===== config.mk =====
export PLATFORM = sky130hd
export DESIGN_NAME = iolc_io_line_config_irq
export DESIGN_NICKNAME = d
export VERILOG_FILES = /design/src/core/iolc_pkg.sv /design/src/core/iolc_line_if.sv /design/src/core/iolc_pad_ctrl.sv /design/src/core/iolc_io_line_config_irq.sv
export SDC_FILE = /design/constraint.sdc
export NUM_CORES = 1
export LEC_CHECK = 0
export ABC_CLOCK_PERIOD_IN_PS = 2300
export BUFFER_PORTS_ARGS = -buffer_cell sky130_fd_sc_hd__buf_2
export CELL_PAD_IN_SITES_DETAIL_PLACEMENT = 1
export CELL_PAD_IN_SITES_GLOBAL_PLACEMENT = 2
export CORE_ASPECT_RATIO = 1.5
export CORE_MARGIN = 2
export CORE_UTILIZATION = 30
export CTS_CLUSTER_DIAMETER = 150
export DETAILED_ROUTE_END_ITERATION = 6
export PLACE_DENSITY = 0.85
export SYNTH_ARGS = -nofsm -noshare
export SYNTH_HDL_FRONTEND = slang
export SYNTH_HIERARCHICAL = 1
export SYNTH_SLANG_ARGS = --single-unit

===== constraint.sdc =====
create_clock -name ref_clk -period 2.3 [get_ports ref_clk]
set_input_delay 0.69 -clock ref_clk [delete_from_list [all_inputs] [get_ports ref_clk]]
set_output_delay 0.69 -clock ref_clk [all_outputs]
set_load 0.01 [all_outputs]

===== src/core/iolc_pkg.sv =====
// constants for the i/o line configuration and change-interrupt block
package iolc_pkg;
  localparam int unsigned DATA_W = 32;
  localparam int unsigned ADDR_W = 8;
  localparam int unsigned STRB_W = DATA_W / 8;

  // register byte addresses
  localparam logic [7:0] OFF_CHANGE_IRQ_ENABLE = 8'h00;
  localparam logic [7:0] OFF_CHANGE_IRQ_DISABLE = 8'h04;
  localparam logic [7:0] OFF_CHANGE_IRQ_MASK = 8'h08;
  localparam logic [7:0] OFF_CHANGE_IRQ_STATUS = 8'h0C;
  localparam logic [7:0] OFF_OPEN_DRAIN_ENABLE = 8'h10;
  localparam logic [7:0] OFF_OPEN_DRAIN_DISABLE = 8'h14;
  localparam logic [7:0] OFF_OPEN_DRAIN_STATUS = 8'h18;
  localparam logic [7:0] OFF_PULLUP_DISABLE = 8'h20;
  localparam logic [7:0] OFF_PULLUP_ENABLE = 8'h24;
  localparam logic [7:0] OFF_PULLUP_STATUS = 8'h28;
  localparam logic [7:0] OFF_FUNCTION_A_SELECT = 8'h30;
  localparam logic [7:0] OFF_FUNCTION_B_SELECT = 8'h34;
  localparam logic [7:0] OFF_FUNCTION_SELECT_STATUS = 8'h38;
  localparam logic [7:0] OFF_OUTPUT_WRITE_ENABLE = 8'h40;
  localparam logic [7:0] OFF_OUTPUT_WRITE_DISABLE = 8'h44;
  localparam logic [7:0] OFF_OUTPUT_WRITE_STATUS = 8'h48;
  localparam logic [7:0] OFF_OUTPUT_DATA_REGISTER = 8'h4C;

  // reset values, one bit per line
  localparam logic [31:0] RST_IRQ_MASK = 32'h0000_0000;
  localparam logic [31:0] RST_IRQ_STATUS = 32'h0000_0000;
  localparam logic [31:0] RST_OPEN_DRAIN = 32'h0000_0000;
  localparam logic [31:0] RST_PULLUP_OFF = 32'h0000_0000;
  localparam logic [31:0] RST_FUNC_B = 32'h0000_0000;
  localparam logic [31:0] RST_OUT_WRITE = 32'h0000_0000;
  localparam logic [31:0] RST_OUT_DATA = 32'h0000_0000;

  localparam logic [1:0] RESP_OKAY = 2'h0;
  localparam logic [1:0] RESP_SLVERR = 2'h2;
endpackage


===== src/core/iolc_line_if.sv =====
// per-line signals between the register core and the pad logic
`timescale 1ns/1ps
interface iolc_line_if #(
  parameter int unsigned N = 32
);
  logic [N-1:0] open_drain;
  logic [N-1:0] out_data;
  logic [N-1:0] drive_req;
  logic [N-1:0] change;

  modport core (
    output open_drain,
    output out_data,
    output drive_req,
    input change
  );

  modport pad (
    input open_drain,
    input out_data,
    input drive_req,
    output change
  );
endinterface


===== src/core/iolc_pad_ctrl.sv =====
// per-line pad drive and input change detection
`timescale 1ns/1ps
module iolc_pad_ctrl #(
  parameter int unsigned N = 32
) (
  input wire logic ref_clk,
  input wire logic rst_n,
  iolc_line_if.pad lines,
  input wire logic [N-1:0] pad_in,
  output logic [N-1:0] pad_out,
  output logic [N-1:0] pad_oe
);
  logic [N-1:0] prev_level;
  logic armed;

  always_ff @(posedge ref_clk) begin
    if (!rst_n) begin
      prev_level <= '0;
      armed <= 1'b0;
    end else begin
      prev_level <= pad_in;
      armed <= 1'b1;
    end
  end

  // first sample after reset has no history, so it raises no change
  assign lines.change = armed ? (pad_in ^ prev_level) : '0;

  for (genvar i = 0; i < N; i++) begin : g_line
    // open drain: release instead of driving a one
    assign pad_out[i] = lines.out_data[i];
    assign pad_oe[i] = lines.drive_req[i] & (~lines.open_drain[i] | ~lines.out_data[i]);
  end
endmodule // iolc_pad_ctrl


===== src/core/iolc_io_line_config_irq.sv =====
// i/o line configuration, change interrupt and axi4-lite register slave
//
// The register addresses and the AXI4-Lite interface to the registers were decided locally.
`timescale 1ns/1ps
module iolc_io_line_config_irq #(
  parameter int unsigned NUM_LINES = 32
) (
  input wire logic ref_clk,
  input wire logic rst_n,
  input wire logic [iolc_pkg::ADDR_W-1:0] s_axi_awaddr,
  input wire logic s_axi_awvalid,
  output logic s_axi_awready,
  input wire logic [iolc_pkg::DATA_W-1:0] s_axi_wdata,
  input wire logic [iolc_pkg::STRB_W-1:0] s_axi_wstrb,
  input wire logic s_axi_wvalid,
  output logic s_axi_wready,
  output logic [1:0] s_axi_bresp,
  output logic s_axi_bvalid,
  input wire logic s_axi_bready,
  input wire logic [iolc_pkg::ADDR_W-1:0] s_axi_araddr,
  input wire logic s_axi_arvalid,
  output logic s_axi_arready,
  output logic [iolc_pkg::DATA_W-1:0] s_axi_rdata,
  output logic [1:0] s_axi_rresp,
  output logic s_axi_rvalid,
  input wire logic s_axi_rready,
  input wire logic [NUM_LINES-1:0] line_drive_req,
  input wire logic [NUM_LINES-1:0] pad_in,
  output logic [NUM_LINES-1:0] pad_out,
  output logic [NUM_LINES-1:0] pad_oe,
  output logic [NUM_LINES-1:0] pullup_on,
  output logic [NUM_LINES-1:0] func_b_sel,
  output logic irq
);
  if (NUM_LINES < 1 || NUM_LINES > iolc_pkg::DATA_W) begin : g_bad_lines
    $error("NUM_LINES must lie between 1 and the data width");
  end

  localparam logic [NUM_LINES-1:0] RST_MASK = iolc_pkg::RST_IRQ_MASK[NUM_LINES-1:0];
  localparam logic [NUM_LINES-1:0] RST_STAT = iolc_pkg::RST_IRQ_STATUS[NUM_LINES-1:0];
  localparam logic [NUM_LINES-1:0] RST_OD = iolc_pkg::RST_OPEN_DRAIN[NUM_LINES-1:0];
  localparam logic [NUM_LINES-1:0] RST_PU = iolc_pkg::RST_PULLUP_OFF[NUM_LINES-1:0];
  localparam logic [NUM_LINES-1:0] RST_FB = iolc_pkg::RST_FUNC_B[NUM_LINES-1:0];
  localparam logic [NUM_LINES-1:0] RST_OW = iolc_pkg::RST_OUT_WRITE[NUM_LINES-1:0];
  localparam logic [NUM_LINES-1:0] RST_OD_DATA = iolc_pkg::RST_OUT_DATA[NUM_LINES-1:0];

  // ---------------- write channel capture ----------------
  logic aw_held;
  logic w_held;
  logic [iolc_pkg::ADDR_W-1:0] wr_addr;
  logic [iolc_pkg::DATA_W-1:0] wr_data;
  logic [iolc_pkg::STRB_W-1:0] wr_strb;
  logic bvalid;
  logic [1:0] bresp;

  wire aw_take = s_axi_awvalid & s_axi_awready;
  wire w_take = s_axi_wvalid & s_axi_wready;
  // one write under way: both halves held and no answer pending
  wire wr_fire = aw_held & w_held & ~bvalid;

  assign s_axi_awready = ~aw_held & ~bvalid;
  assign s_axi_wready = ~w_held & ~bvalid;
  assign s_axi_bvalid = bvalid;
  assign s_axi_bresp = bresp;

  always_ff @(posedge ref_clk) begin
    if (!rst_n) begin
      aw_held <= 1'b0;
      wr_addr <= '0;
    end else if (aw_take) begin
      aw_held <= 1'b1;
      wr_addr <= s_axi_awaddr;
    end else if (wr_fire) begin
      aw_held <= 1'b0;
    end
  end

  always_ff @(posedge ref_clk) begin
    if (!rst_n) begin
      w_held <= 1'b0;
      wr_data <= '0;
      wr_strb <= '0;
    end else if (w_take) begin
      w_held <= 1'b1;
      wr_data <= s_axi_wdata;
      wr_strb <= s_axi_wstrb;
    end else if (wr_fire) begin
      w_held <= 1'b0;
    end
  end

  // ---------------- write decode ----------------
  wire wsel_ier = wr_fire & (wr_addr == iolc_pkg::OFF_CHANGE_IRQ_ENABLE);
  wire wsel_idr = wr_fire & (wr_addr == iolc_pkg::OFF_CHANGE_IRQ_DISABLE);
  wire wsel_imr = wr_fire & (wr_addr == iolc_pkg::OFF_CHANGE_IRQ_MASK);
  wire wsel_isr = wr_fire & (wr_addr == iolc_pkg::OFF_CHANGE_IRQ_STATUS);
  wire wsel_ode = wr_fire & (wr_addr == iolc_pkg::OFF_OPEN_DRAIN_ENABLE);
  wire wsel_odd = wr_fire & (wr_addr == iolc_pkg::OFF_OPEN_DRAIN_DISABLE);
  wire wsel_ods = wr_fire & (wr_addr == iolc_pkg::OFF_OPEN_DRAIN_STATUS);
  wire wsel_pud = wr_fire & (wr_addr == iolc_pkg::OFF_PULLUP_DISABLE);
  wire wsel_pue = wr_fire & (wr_addr == iolc_pkg::OFF_PULLUP_ENABLE);
  wire wsel_pus = wr_fire & (wr_addr == iolc_pkg::OFF_PULLUP_STATUS);
  wire wsel_fa = wr_fire & (wr_addr == iolc_pkg::OFF_FUNCTION_A_SELECT);
  wire wsel_fb = wr_fire & (wr_addr == iolc_pkg::OFF_FUNCTION_B_SELECT);
  wire wsel_fs = wr_fire & (wr_addr == iolc_pkg::OFF_FUNCTION_SELECT_STATUS);
  wire wsel_owe = wr_fire & (wr_addr == iolc_pkg::OFF_OUTPUT_WRITE_ENABLE);
  wire wsel_owd = wr_fire & (wr_addr == iolc_pkg::OFF_OUTPUT_WRITE_DISABLE);
  wire wsel_ows = wr_fire & (wr_addr == iolc_pkg::OFF_OUTPUT_WRITE_STATUS);
  wire wsel_odr = wr_fire & (wr_addr == iolc_pkg::OFF_OUTPUT_DATA_REGISTER);

  // read-only registers take writes silently; only unmapped ones give an error
  wire wr_mapped = wsel_ier | wsel_idr | wsel_imr | wsel_isr | wsel_ode | wsel_odd
                 | wsel_ods | wsel_pud | wsel_pue | wsel_pus | wsel_fa | wsel_fb
                 | wsel_fs | wsel_owe | wsel_owd | wsel_ows | wsel_odr;

  always_ff @(posedge ref_clk) begin
    if (!rst_n) begin
      bvalid <= 1'b0;
      bresp <= iolc_pkg::RESP_OKAY;
    end else if (wr_fire) begin
      bvalid <= 1'b1;
      bresp <= wr_mapped ? iolc_pkg::RESP_OKAY : iolc_pkg::RESP_SLVERR;
    end else if (s_axi_bready) begin
      bvalid <= 1'b0;
    end
  end

  // byte lanes with strobe low count as zero bits, so they change nothing
  logic [iolc_pkg::DATA_W-1:0] lane_mask;
  for (genvar b = 0; b < iolc_pkg::STRB_W; b++) begin : g_lane
    assign lane_mask[b*8 +: 8] = {8{wr_strb[b]}};
  end
  wire [iolc_pkg::DATA_W-1:0] wr_bits_full = wr_data & lane_mask;
  wire [NUM_LINES-1:0] wr_bits = wr_bits_full[NUM_LINES-1:0];
  wire [NUM_LINES-1:0] wr_lanes = lane_mask[NUM_LINES-1:0];

  // ---------------- line state ----------------
  logic [NUM_LINES-1:0] irq_mask;
  logic [NUM_LINES-1:0] irq_status;
  logic [NUM_LINES-1:0] open_drain;
  logic [NUM_LINES-1:0] pullup_off;
  logic [NUM_LINES-1:0] func_b;
  logic [NUM_LINES-1:0] out_write;
  logic [NUM_LINES-1:0] out_data;

  iolc_line_if #(.N(NUM_LINES)) lines ();

  wire [NUM_LINES-1:0] clr_ier = wsel_ier ? wr_bits : '0;
  wire [NUM_LINES-1:0] clr_idr = wsel_idr ? wr_bits : '0;
  wire [NUM_LINES-1:0] next_irq_mask = (irq_mask | clr_ier) & ~clr_idr;

  wire [NUM_LINES-1:0] set_ode = wsel_ode ? wr_bits : '0;
  wire [NUM_LINES-1:0] set_odd = wsel_odd ? wr_bits : '0;
  wire [NUM_LINES-1:0] next_open_drain = (open_drain | set_ode) & ~set_odd;

  wire [NUM_LINES-1:0] set_pud = wsel_pud ? wr_bits : '0;
  wire [NUM_LINES-1:0] set_pue = wsel_pue ? wr_bits : '0;
  wire [NUM_LINES-1:0] next_pullup_off = (pullup_off | set_pud) & ~set_pue;

  wire [NUM_LINES-1:0] set_fb = wsel_fb ? wr_bits : '0;
  wire [NUM_LINES-1:0] set_fa = wsel_fa ? wr_bits : '0;
  wire [NUM_LINES-1:0] next_func_b = (func_b | set_fb) & ~set_fa;

  wire [NUM_LINES-1:0] set_owe = wsel_owe ? wr_bits : '0;
  wire [NUM_LINES-1:0] set_owd = wsel_owd ? wr_bits : '0;
  wire [NUM_LINES-1:0] next_out_write = (out_write | set_owe) & ~set_owd;

  // direct data writes reach only lines whose write gate is open
  wire [NUM_LINES-1:0] odr_upd = wsel_odr ? (out_write & wr_lanes) : '0;
  wire [NUM_LINES-1:0] next_out_data = (out_data & ~odr_upd) | (wr_bits & odr_upd);

  always_ff @(posedge ref_clk) begin
    if (!rst_n) begin
      irq_mask <= RST_MASK;
      open_drain <= RST_OD;
      pullup_off <= RST_PU;
      func_b <= RST_FB;
      out_write <= RST_OW;
      out_data <= RST_OD_DATA;
    end else begin
      irq_mask <= next_irq_mask;
      open_drain <= next_open_drain;
      pullup_off <= next_pullup_off;
      func_b <= next_func_b;
      out_write <= next_out_write;
      out_data <= next_out_data;
    end
  end

  // ---------------- read channel ----------------
  logic rvalid;
  logic [1:0] rresp;
  logic [iolc_pkg::DATA_W-1:0] rdata;

  assign s_axi_arready = ~rvalid;
  assign s_axi_rvalid = rvalid;
  assign s_axi_rresp = rresp;
  assign s_axi_rdata = rdata;

  wire rd_fire = s_axi_arvalid & s_axi_arready;

  wire rsel_ier = s_axi_araddr == iolc_pkg::OFF_CHANGE_IRQ_ENABLE;
  wire rsel_idr = s_axi_araddr == iolc_pkg::OFF_CHANGE_IRQ_DISABLE;
  wire rsel_imr = s_axi_araddr == iolc_pkg::OFF_CHANGE_IRQ_MASK;
  wire rsel_isr = s_axi_araddr == iolc_pkg::OFF_CHANGE_IRQ_STATUS;
  wire rsel_ode = s_axi_araddr == iolc_pkg::OFF_OPEN_DRAIN_ENABLE;
  wire rsel_odd = s_axi_araddr == iolc_pkg::OFF_OPEN_DRAIN_DISABLE;
  wire rsel_ods = s_axi_araddr == iolc_pkg::OFF_OPEN_DRAIN_STATUS;
  wire rsel_pud = s_axi_araddr == iolc_pkg::OFF_PULLUP_DISABLE;
  wire rsel_pue = s_axi_araddr == iolc_pkg::OFF_PULLUP_ENABLE;
  wire rsel_pus = s_axi_araddr == iolc_pkg::OFF_PULLUP_STATUS;
  wire rsel_fa = s_axi_araddr == iolc_pkg::OFF_FUNCTION_A_SELECT;
  wire rsel_fb = s_axi_araddr == iolc_pkg::OFF_FUNCTION_B_SELECT;
  wire rsel_fs = s_axi_araddr == iolc_pkg::OFF_FUNCTION_SELECT_STATUS;
  wire rsel_owe = s_axi_araddr == iolc_pkg::OFF_OUTPUT_WRITE_ENABLE;
  wire rsel_owd = s_axi_araddr == iolc_pkg::OFF_OUTPUT_WRITE_DISABLE;
  wire rsel_ows = s_axi_araddr == iolc_pkg::OFF_OUTPUT_WRITE_STATUS;
  wire rsel_odr = s_axi_araddr == iolc_pkg::OFF_OUTPUT_DATA_REGISTER;

  // write-only registers read as zero with an okay answer
  wire rd_wo = rsel_ier | rsel_idr | rsel_ode | rsel_odd | rsel_pud | rsel_pue
             | rsel_fa | rsel_fb | rsel_owe | rsel_owd;
  wire rd_mapped = rd_wo | rsel_imr | rsel_isr | rsel_ods | rsel_pus | rsel_fs
                 | rsel_ows | rsel_odr;

  wire [NUM_LINES-1:0] rd_line =
      rsel_imr ? irq_mask :
      rsel_isr ? irq_status :
      rsel_ods ? open_drain :
      rsel_pus ? pullup_off :
      rsel_fs ? func_b :
      rsel_ows ? out_write :
      rsel_odr ? out_data : '0;
  wire [iolc_pkg::DATA_W-1:0] rd_word = iolc_pkg::DATA_W'(rd_line);

  always_ff @(posedge ref_clk) begin
    if (!rst_n) begin
      rvalid <= 1'b0;
      rresp <= iolc_pkg::RESP_OKAY;
      rdata <= '0;
    end else if (rd_fire) begin
      rvalid <= 1'b1;
      rresp <= rd_mapped ? iolc_pkg::RESP_OKAY : iolc_pkg::RESP_SLVERR;
      rdata <= rd_word;
    end else if (s_axi_rready) begin
      rvalid <= 1'b0;
    end
  end

  // ---------------- change status ----------------
  // read clears and write-one clears; a change in the same cycle still wins
  wire [NUM_LINES-1:0] isr_rd_clr = (rd_fire & rsel_isr) ? '1 : '0;
  wire [NUM_LINES-1:0] isr_wr_clr = wsel_isr ? wr_bits : '0;
  wire [NUM_LINES-1:0] next_irq_status =
      (irq_status & ~(isr_rd_clr | isr_wr_clr)) | lines.change;

  always_ff @(posedge ref_clk) begin
    if (!rst_n) begin
      irq_status <= RST_STAT;
    end else begin
      irq_status <= next_irq_status;
    end
  end

  assign irq = |(irq_status & irq_mask);

  // ---------------- pad side ----------------
  assign lines.open_drain = open_drain;
  assign lines.out_data = out_data;
  assign lines.drive_req = line_drive_req;

  iolc_pad_ctrl #(.N(NUM_LINES)) u_pad (
    .ref_clk(ref_clk),
    .rst_n(rst_n),
    .lines(lines.pad),
    .pad_in(pad_in),
    .pad_out(pad_out),
    .pad_oe(pad_oe)
  );

  assign pullup_on = ~pullup_off;
  assign func_b_sel = func_b;
endmodule // iolc_io_line_config_irq


Word-level counts from Yosys, hierarchy flattened --
Cells that the tools add are included.
Word-level totals: flip-flop bits (word level) 341, input bits 123, output and inout port bits 170, word-level logic and storage cells 306
Operators by class: equality and inequality tests 32, mux-type cells 31, bitwise gates (word level) 217, reduce and logical (&&, ||, !) cells 7
Operators by type and width (number):
- 32-bit 2-to-1 mux | 21
- 32-bit AND | 11
- 32-bit NOT | 8
- 32-bit bitwise OR | 8
- 8-bit by 6-bit == test with 1-bit output (second input constant) | 12
- 1-bit NOT | 68
- 8-bit by 7-bit == test with 1-bit output (second input constant) | 8
- 1-bit bitwise OR | 64
- 1-bit AND | 57
- 8-bit by 5-bit == test with 1-bit output (second input constant) | 6
- 8-bit by 4-bit == test with 1-bit output (second input constant) | 4
- 32-bit OR reduction | 1
- 32-bit bitwise XOR | 1
- 8-bit by 3-bit == test with 1-bit output (second input constant) | 2
- 8-bit logical NOT | 2
- 1-bit 2-to-1 mux | 8
- 2-bit nonzero test | 4
- 2-bit 2-to-1 mux | 2

Depth between registers and ports, before layout --
depth after elaboration 20, depth in mapped cells 8, gate-level depth less buffers 5

Modules after synthesis --
Netlist, hierarchy kept.
Modules (own cells, without submodules):
- iolc_io_line_config_irq | times used 1, cells an instance 1714, area each 14238.7 µm²
- iolc_pad_ctrl | times used 1, cells an instance 199, area each 1891.8 µm²

Least setup slack after synthesis --
OpenSTA, ideal clock, no wires.
kind input to register, start point input port s_axi_araddr[7] (netlist bit), end point register irq_status[10], data arrival time 2.199 ns, setup slack -0.022 ns, stages 7, path buffers 2, cells stage by stage or4b_1 clkbuf_1 nor4_4 nand2_1 o21ai_1 clkbuf_2 o21ai_0
On the way: word-level cells in the longest chain between the ends 7
RTL lines:
- start: declaration | line iolc_io_line_config_irq.sv:20 | input wire logic [iolc_pkg::ADDR_W-1:0] s_axi_araddr,
- 8-bit by 4-bit == test with 1-bit output | line iolc_io_line_config_irq.sv:205 | wire rsel_isr = s_axi_araddr == iolc_pkg::OFF_CHANGE_IRQ_STATUS;
- 1-bit AND | line iolc_io_line_config_irq.sv:252 | wire [NUM_LINES-1:0] isr_rd_clr = (rd_fire & rsel_isr) ? '1 : '0;
- 32-bit 2-to-1 mux | line iolc_io_line_config_irq.sv:252
- 32-bit bitwise OR | line iolc_io_line_config_irq.sv:255 | (irq_status & ~(isr_rd_clr | isr_wr_clr)) | lines.change;
- 32-bit NOT | line iolc_io_line_config_irq.sv:255
- 32-bit AND | line iolc_io_line_config_irq.sv:255
- 32-bit bitwise OR | line iolc_io_line_config_irq.sv:255
- end signal: assignment | line iolc_io_line_config_irq.sv:261 | irq_status <= next_irq_status;
- end: declaration | line iolc_io_line_config_irq.sv:139 | logic [NUM_LINES-1:0] irq_status;
No other way between the ends. A chain may end at the register's enable or synchronous reset.

Final worst setup path --
start point register irq_mask[22], end point output port irq
On the way: word-level cells in the longest chain between the ends 2
RTL lines:
- start: declaration | line iolc_io_line_config_irq.sv:138 | logic [NUM_LINES-1:0] irq_mask;
- start signal: assignment | line iolc_io_line_config_irq.sv:181 | irq_mask <= next_irq_mask;
- 32-bit AND | line iolc_io_line_config_irq.sv:265 | assign irq = |(irq_status & irq_mask);
- 32-bit OR reduction | line iolc_io_line_config_irq.sv:265
- end: declaration | line iolc_io_line_config_irq.sv:33 | output logic irq
No other way between the ends.

==> flow_metrics.env <==
export IMPL_die_h_um=288
export IMPL_clk_path_buf_depth=3
export IMPL_async_flop_share_pct=0
export IMPL_arrival_ns=1.91
export IMPL_rr_endpoint="out_write[4]$_SDFF_PN0_"
export IMPL_synth_edf_count=0
export IMPL_cts_root_buffer="clkbuf_16"
export IMPL_max_stage_delay_ns=0.58
export IMPL_antenna_found_initial=1
export IMPL_grt_setup_unrepaired="true"
export IMPL_p_leak_nw=7.71
export IMPL_synth_area_leaders="dfxtp_1 (42%), mux2i_1 (5.7%), o21ai_0 (5.3%), a21boi_0 (4.9%), nor2_1 (4.1%)"
export IMPL_clock_fmax_mhz=385
export IMPL_core_um2=53400
export IMPL_start_util_pct=30.2
export IMPL_syn_area_per_cell_um2=8.43
export IMPL_whs_ns=0.381
export IMPL_worstHoldPathCells=2
export IMPL_tritoncts_num_buffers=37
export IMPL_yosys_warnings=6
export IMPL_top_layer_used="met4"
export IMPL_cts_hold_buf=0
export IMPL_cp_slowest_cell="or4_4"
export IMPL_synthAdderAreaFrac_pct=0
export IMPL_synth_main_ff_cell="dfxtp_1"
export IMPL_synth_top_family_by_area="compound AO/OA/AOI/OAI gates"
export IMPL_grt_pass1_wl_um=102000
export IMPL_nets=2260
export IMPL_maxCapViolCount=0
export IMPL_htree_levels=2
export IMPL_synth_largest_area_cell="dfxtp_1"
export IMPL_overflow=0
export IMPL_wl_met2_um=36000
export IMPL_vdd_drop_max_v=0.000451
export IMPL_insertion_delay_ns=0.55
export IMPL_track_usage_pct=23.6
export IMPL_worstPathCellList="a22oi_2 > nand4_1 > or4_4 > buf_6"
export IMPL_min_delay_start="pad_in[21]"
export IMPL_routed_wl_um=68800
export IMPL_dpl_cell_area_um2=18400
export IMPL_synth_cell_types=53
export IMPL_startpoint_type="flop"
export IMPL_rrSetupSlack_ns=0.16
export IMPL_setup_viol=1
export IMPL_synth_seq_cells=339
export IMPL_relSlewSlack_pct=50.9
export IMPL_drive_above_1_share_pct=24.9
export IMPL_min_path_type="primary input to flop"
export IMPL_failed_checks="setup timing"
export IMPL_synth_xor_area_share_pct=1.74
export IMPL_dp_hpwl_um=48900
export IMPL_vias=15800
export IMPL_wl_per_cell_um=24.1
export IMPL_port_buffers=290
export IMPL_drt_iter0_markers=842
export IMPL_gp_congestion=0.861
export IMPL_pin_count=293
export IMPL_path_depth=4
export IMPL_dp_cells=2783
export IMPL_vias_per_cell=5.55
export IMPL_crit_type="flop to output port"
export IMPL_fin_ws_ns=-0.297
export IMPL_firstDrtPassIters=5
export IMPL_clock_sink_count=339
export IMPL_path_buf_inv=1
export IMPL_cp_max_fo=3
export IMPL_wl_met1_um=26900
export IMPL_drc=0
export IMPL_cp_end_kind="output port"
export IMPL_cp_top_family="simple AND/OR/NAND/NOR gates"
export IMPL_hold_viol=0
export IMPL_die_w_um=193
export IMPL_holdPathEnd="u_pad/prev_level[21]$_SDFF_PN0_"
export IMPL_outcome="finished with violations"
export IMPL_syn_to_final_growth_pct=23.2
export IMPL_required_ns=1.61
export IMPL_synthSimpleGateAreaFrac_pct=17.4
export IMPL_netlist_area_leader_share_pct=42.1
export IMPL_final_area_um2=19900
export IMPL_slew_viol_final=0
export IMPL_timing_setup_tns_ns=-0.297
export IMPL_grt_pass1_vias=16500
export IMPL_synth_compound_gate_area_share_pct=25.8
export IMPL_fin_cells=2854
export IMPL_n_antenna_cell=0
export IMPL_die_area_um2=55700
export IMPL_yosysSeqAreaShare_pct=42.1
export IMPL_timing_rr_start="wr_addr[7]$_SDFFE_PN0P_"
export IMPL_muxShareOfSynthArea_pct=6.13
export IMPL_cts_tree="built"
export IMPL_syn_inst=1913
export IMPL_rr_worst_depth=5
export IMPL_synthesis_area_um2=16100
export IMPL_tightest_slew_ns=0.736
export IMPL_final_min_clock_period_ns=2.60
export IMPL_ant_nets=0
export IMPL_routed_wl_met3_um=3050
export IMPL_power_density_nw_per_um2=701
export IMPL_grt_start_max_net_pins=97
export IMPL_period_share_pct=113
export IMPL_clk_pin_slew_ns=0.06
export IMPL_fin_util_pct=37.3
export IMPL_clock_skew_ns=0.0196
export IMPL_row_count=104
-- per-stage QoR --
stage / setup slack [ns] / power, mW
CTS: -0.358 / 14.0
global route: -0.366 / 14.4
detailed placement: -0.213 / 7.69
floorplan: 0.0128 / 7.02
finish: -0.297 / 13.9
global placement: -0.166 / 7.65
-- kinds of logic (layout without fill, tap and decap cells) --
kind of cell / count (synthesis) / after routing
and+or+nand+nor: 584 / 584
buffers and inverters: 234 / 485
xor gates and xnor gates: 32 / 32
DFF: 339 / 339
AOI/OAI and AO/OA: 626 / 626
muxes: 97 / 97
other: 1 / 2
-- registers in the layout, indices dropped and copies added, names as in the netlist, named ones only --
register,flops
irq_status,32
wr_data,32
s_axi_rresp,1
out_write,32
wr_addr,8
func_b_sel,32
u_pad/prev_level,32
w_held,1
s_axi_bresp,1
s_axi_bvalid,1
irq_mask,32
s_axi_rdata,32
u_pad/armed,1
pullup_off,32
wr_strb,4
lines.open_drain,32
aw_held,1
s_axi_rvalid,1
-- final cells by class --
| type | count | area (um2) |
|---|---|---|
| fillers | 6337 | 33500 |
| inverters | 36 | 135 |
| clock inverters | 15 | 165 |
| flip-flops and latches | 339 | 6810 |
| multi-input cells | 1341 | 8350 |
| clock buffers | 52 | 1100 |
| well taps | 689 | 862 |
| repair buffers | 382 | 2450 |
-- how the worst max path moves through the flow --
stage	start	end
finish	irq_mask[22]$_SDFF_PN0_	irq
global route	irq_status[26]$_SDFF_PN0_	irq
CTS	irq_mask[15]$_SDFF_PN0_	irq
detailed placement	s_axi_araddr[7]	s_axi_rdata[11]$_SDFFE_PN0P_
global placement	s_axi_araddr[7]	irq_status[30]$_SDFF_PN0_
floorplan	s_axi_araddr[7]	irq_status[10]$_SDFF_PN0_
-- worst register-to-register path, delay by kind of cell, from the launching register on --
family          cells  cell delay [ns]
compound gates      2             0.36
flops               1             0.32
buf+inv             1             0.22
simple gates        2             1.10
-- timing repair --
action | CTS | global route
resized for setup | 15 | 21
pin swaps | 7 | 7
endpoints found under the setup margin | 1 | 91
gates cloned | 0 | 1
setup buffers | 2 | 1
-- synthesized netlist by cell type, drive strengths merged, types with 3 or more instances --
cell / count
inv: 36
mux2i: 92
o311ai: 4
o211ai: 64
nor4: 30
dfxtp: 339
a22oi: 42
nand3: 70
o2111a: 4
a31oi: 68
o221ai: 26
or4: 3
buf: 67
mux2: 4
o22ai: 26
o31ai: 64
nor2b: 33
xor2: 32
nand2b: 13
nand4: 4
nor2: 178
nor3: 4
o21ai: 173
and2: 68
a21oi: 45
nand2: 167
clkbuf: 131
a21boi: 106
-- layout by cell type (no fill, tap or decap), drive strengths merged, types with 4 or more instances in the layout --
cell type  netlist  routed
nand4            4       4
nor2           178     178
mux2             4       4
nor3             4       4
o2111a           4       4
and2            68      68
o311ai           4       4
dfxtp          339     339
nand2          167     167
o21ai          173     173
nor2b           33      33
buf             67     380
clkinv           0       7
clkbuf         131      54
o221ai          26      26
nand3           70      70
a22oi           42      42
xor2            32      32
o22ai           26      26
o31ai           64      64
nand2b          13      13
nor4            30      30
mux2i           92      92
inv             36      38
a31oi           68      68
a21boi         106     106
o211ai          64      64
a21oi           45      45
-- power by group --
part	total, mW	switching [mW]	internal, mW	leakage (nW)
Combinational	1.37	0.850	0.523	4.32
Sequential	6.21	0.175	6.03	2.76
Clock	6.35	2.64	3.71	0.623
-- metal layers --
| layer | vias up | GRT usage [%] |
|---|---|---|
| li1 | 7308 | - |
| met1 | 7915 | 26.8 |
| met2 | 473 | 44.3 |
| met3 | 131 | 2.88 |
| met4 | 0 | 10.0 |
| met5 | - | 0 |
(Power assumes the default switching activity.)
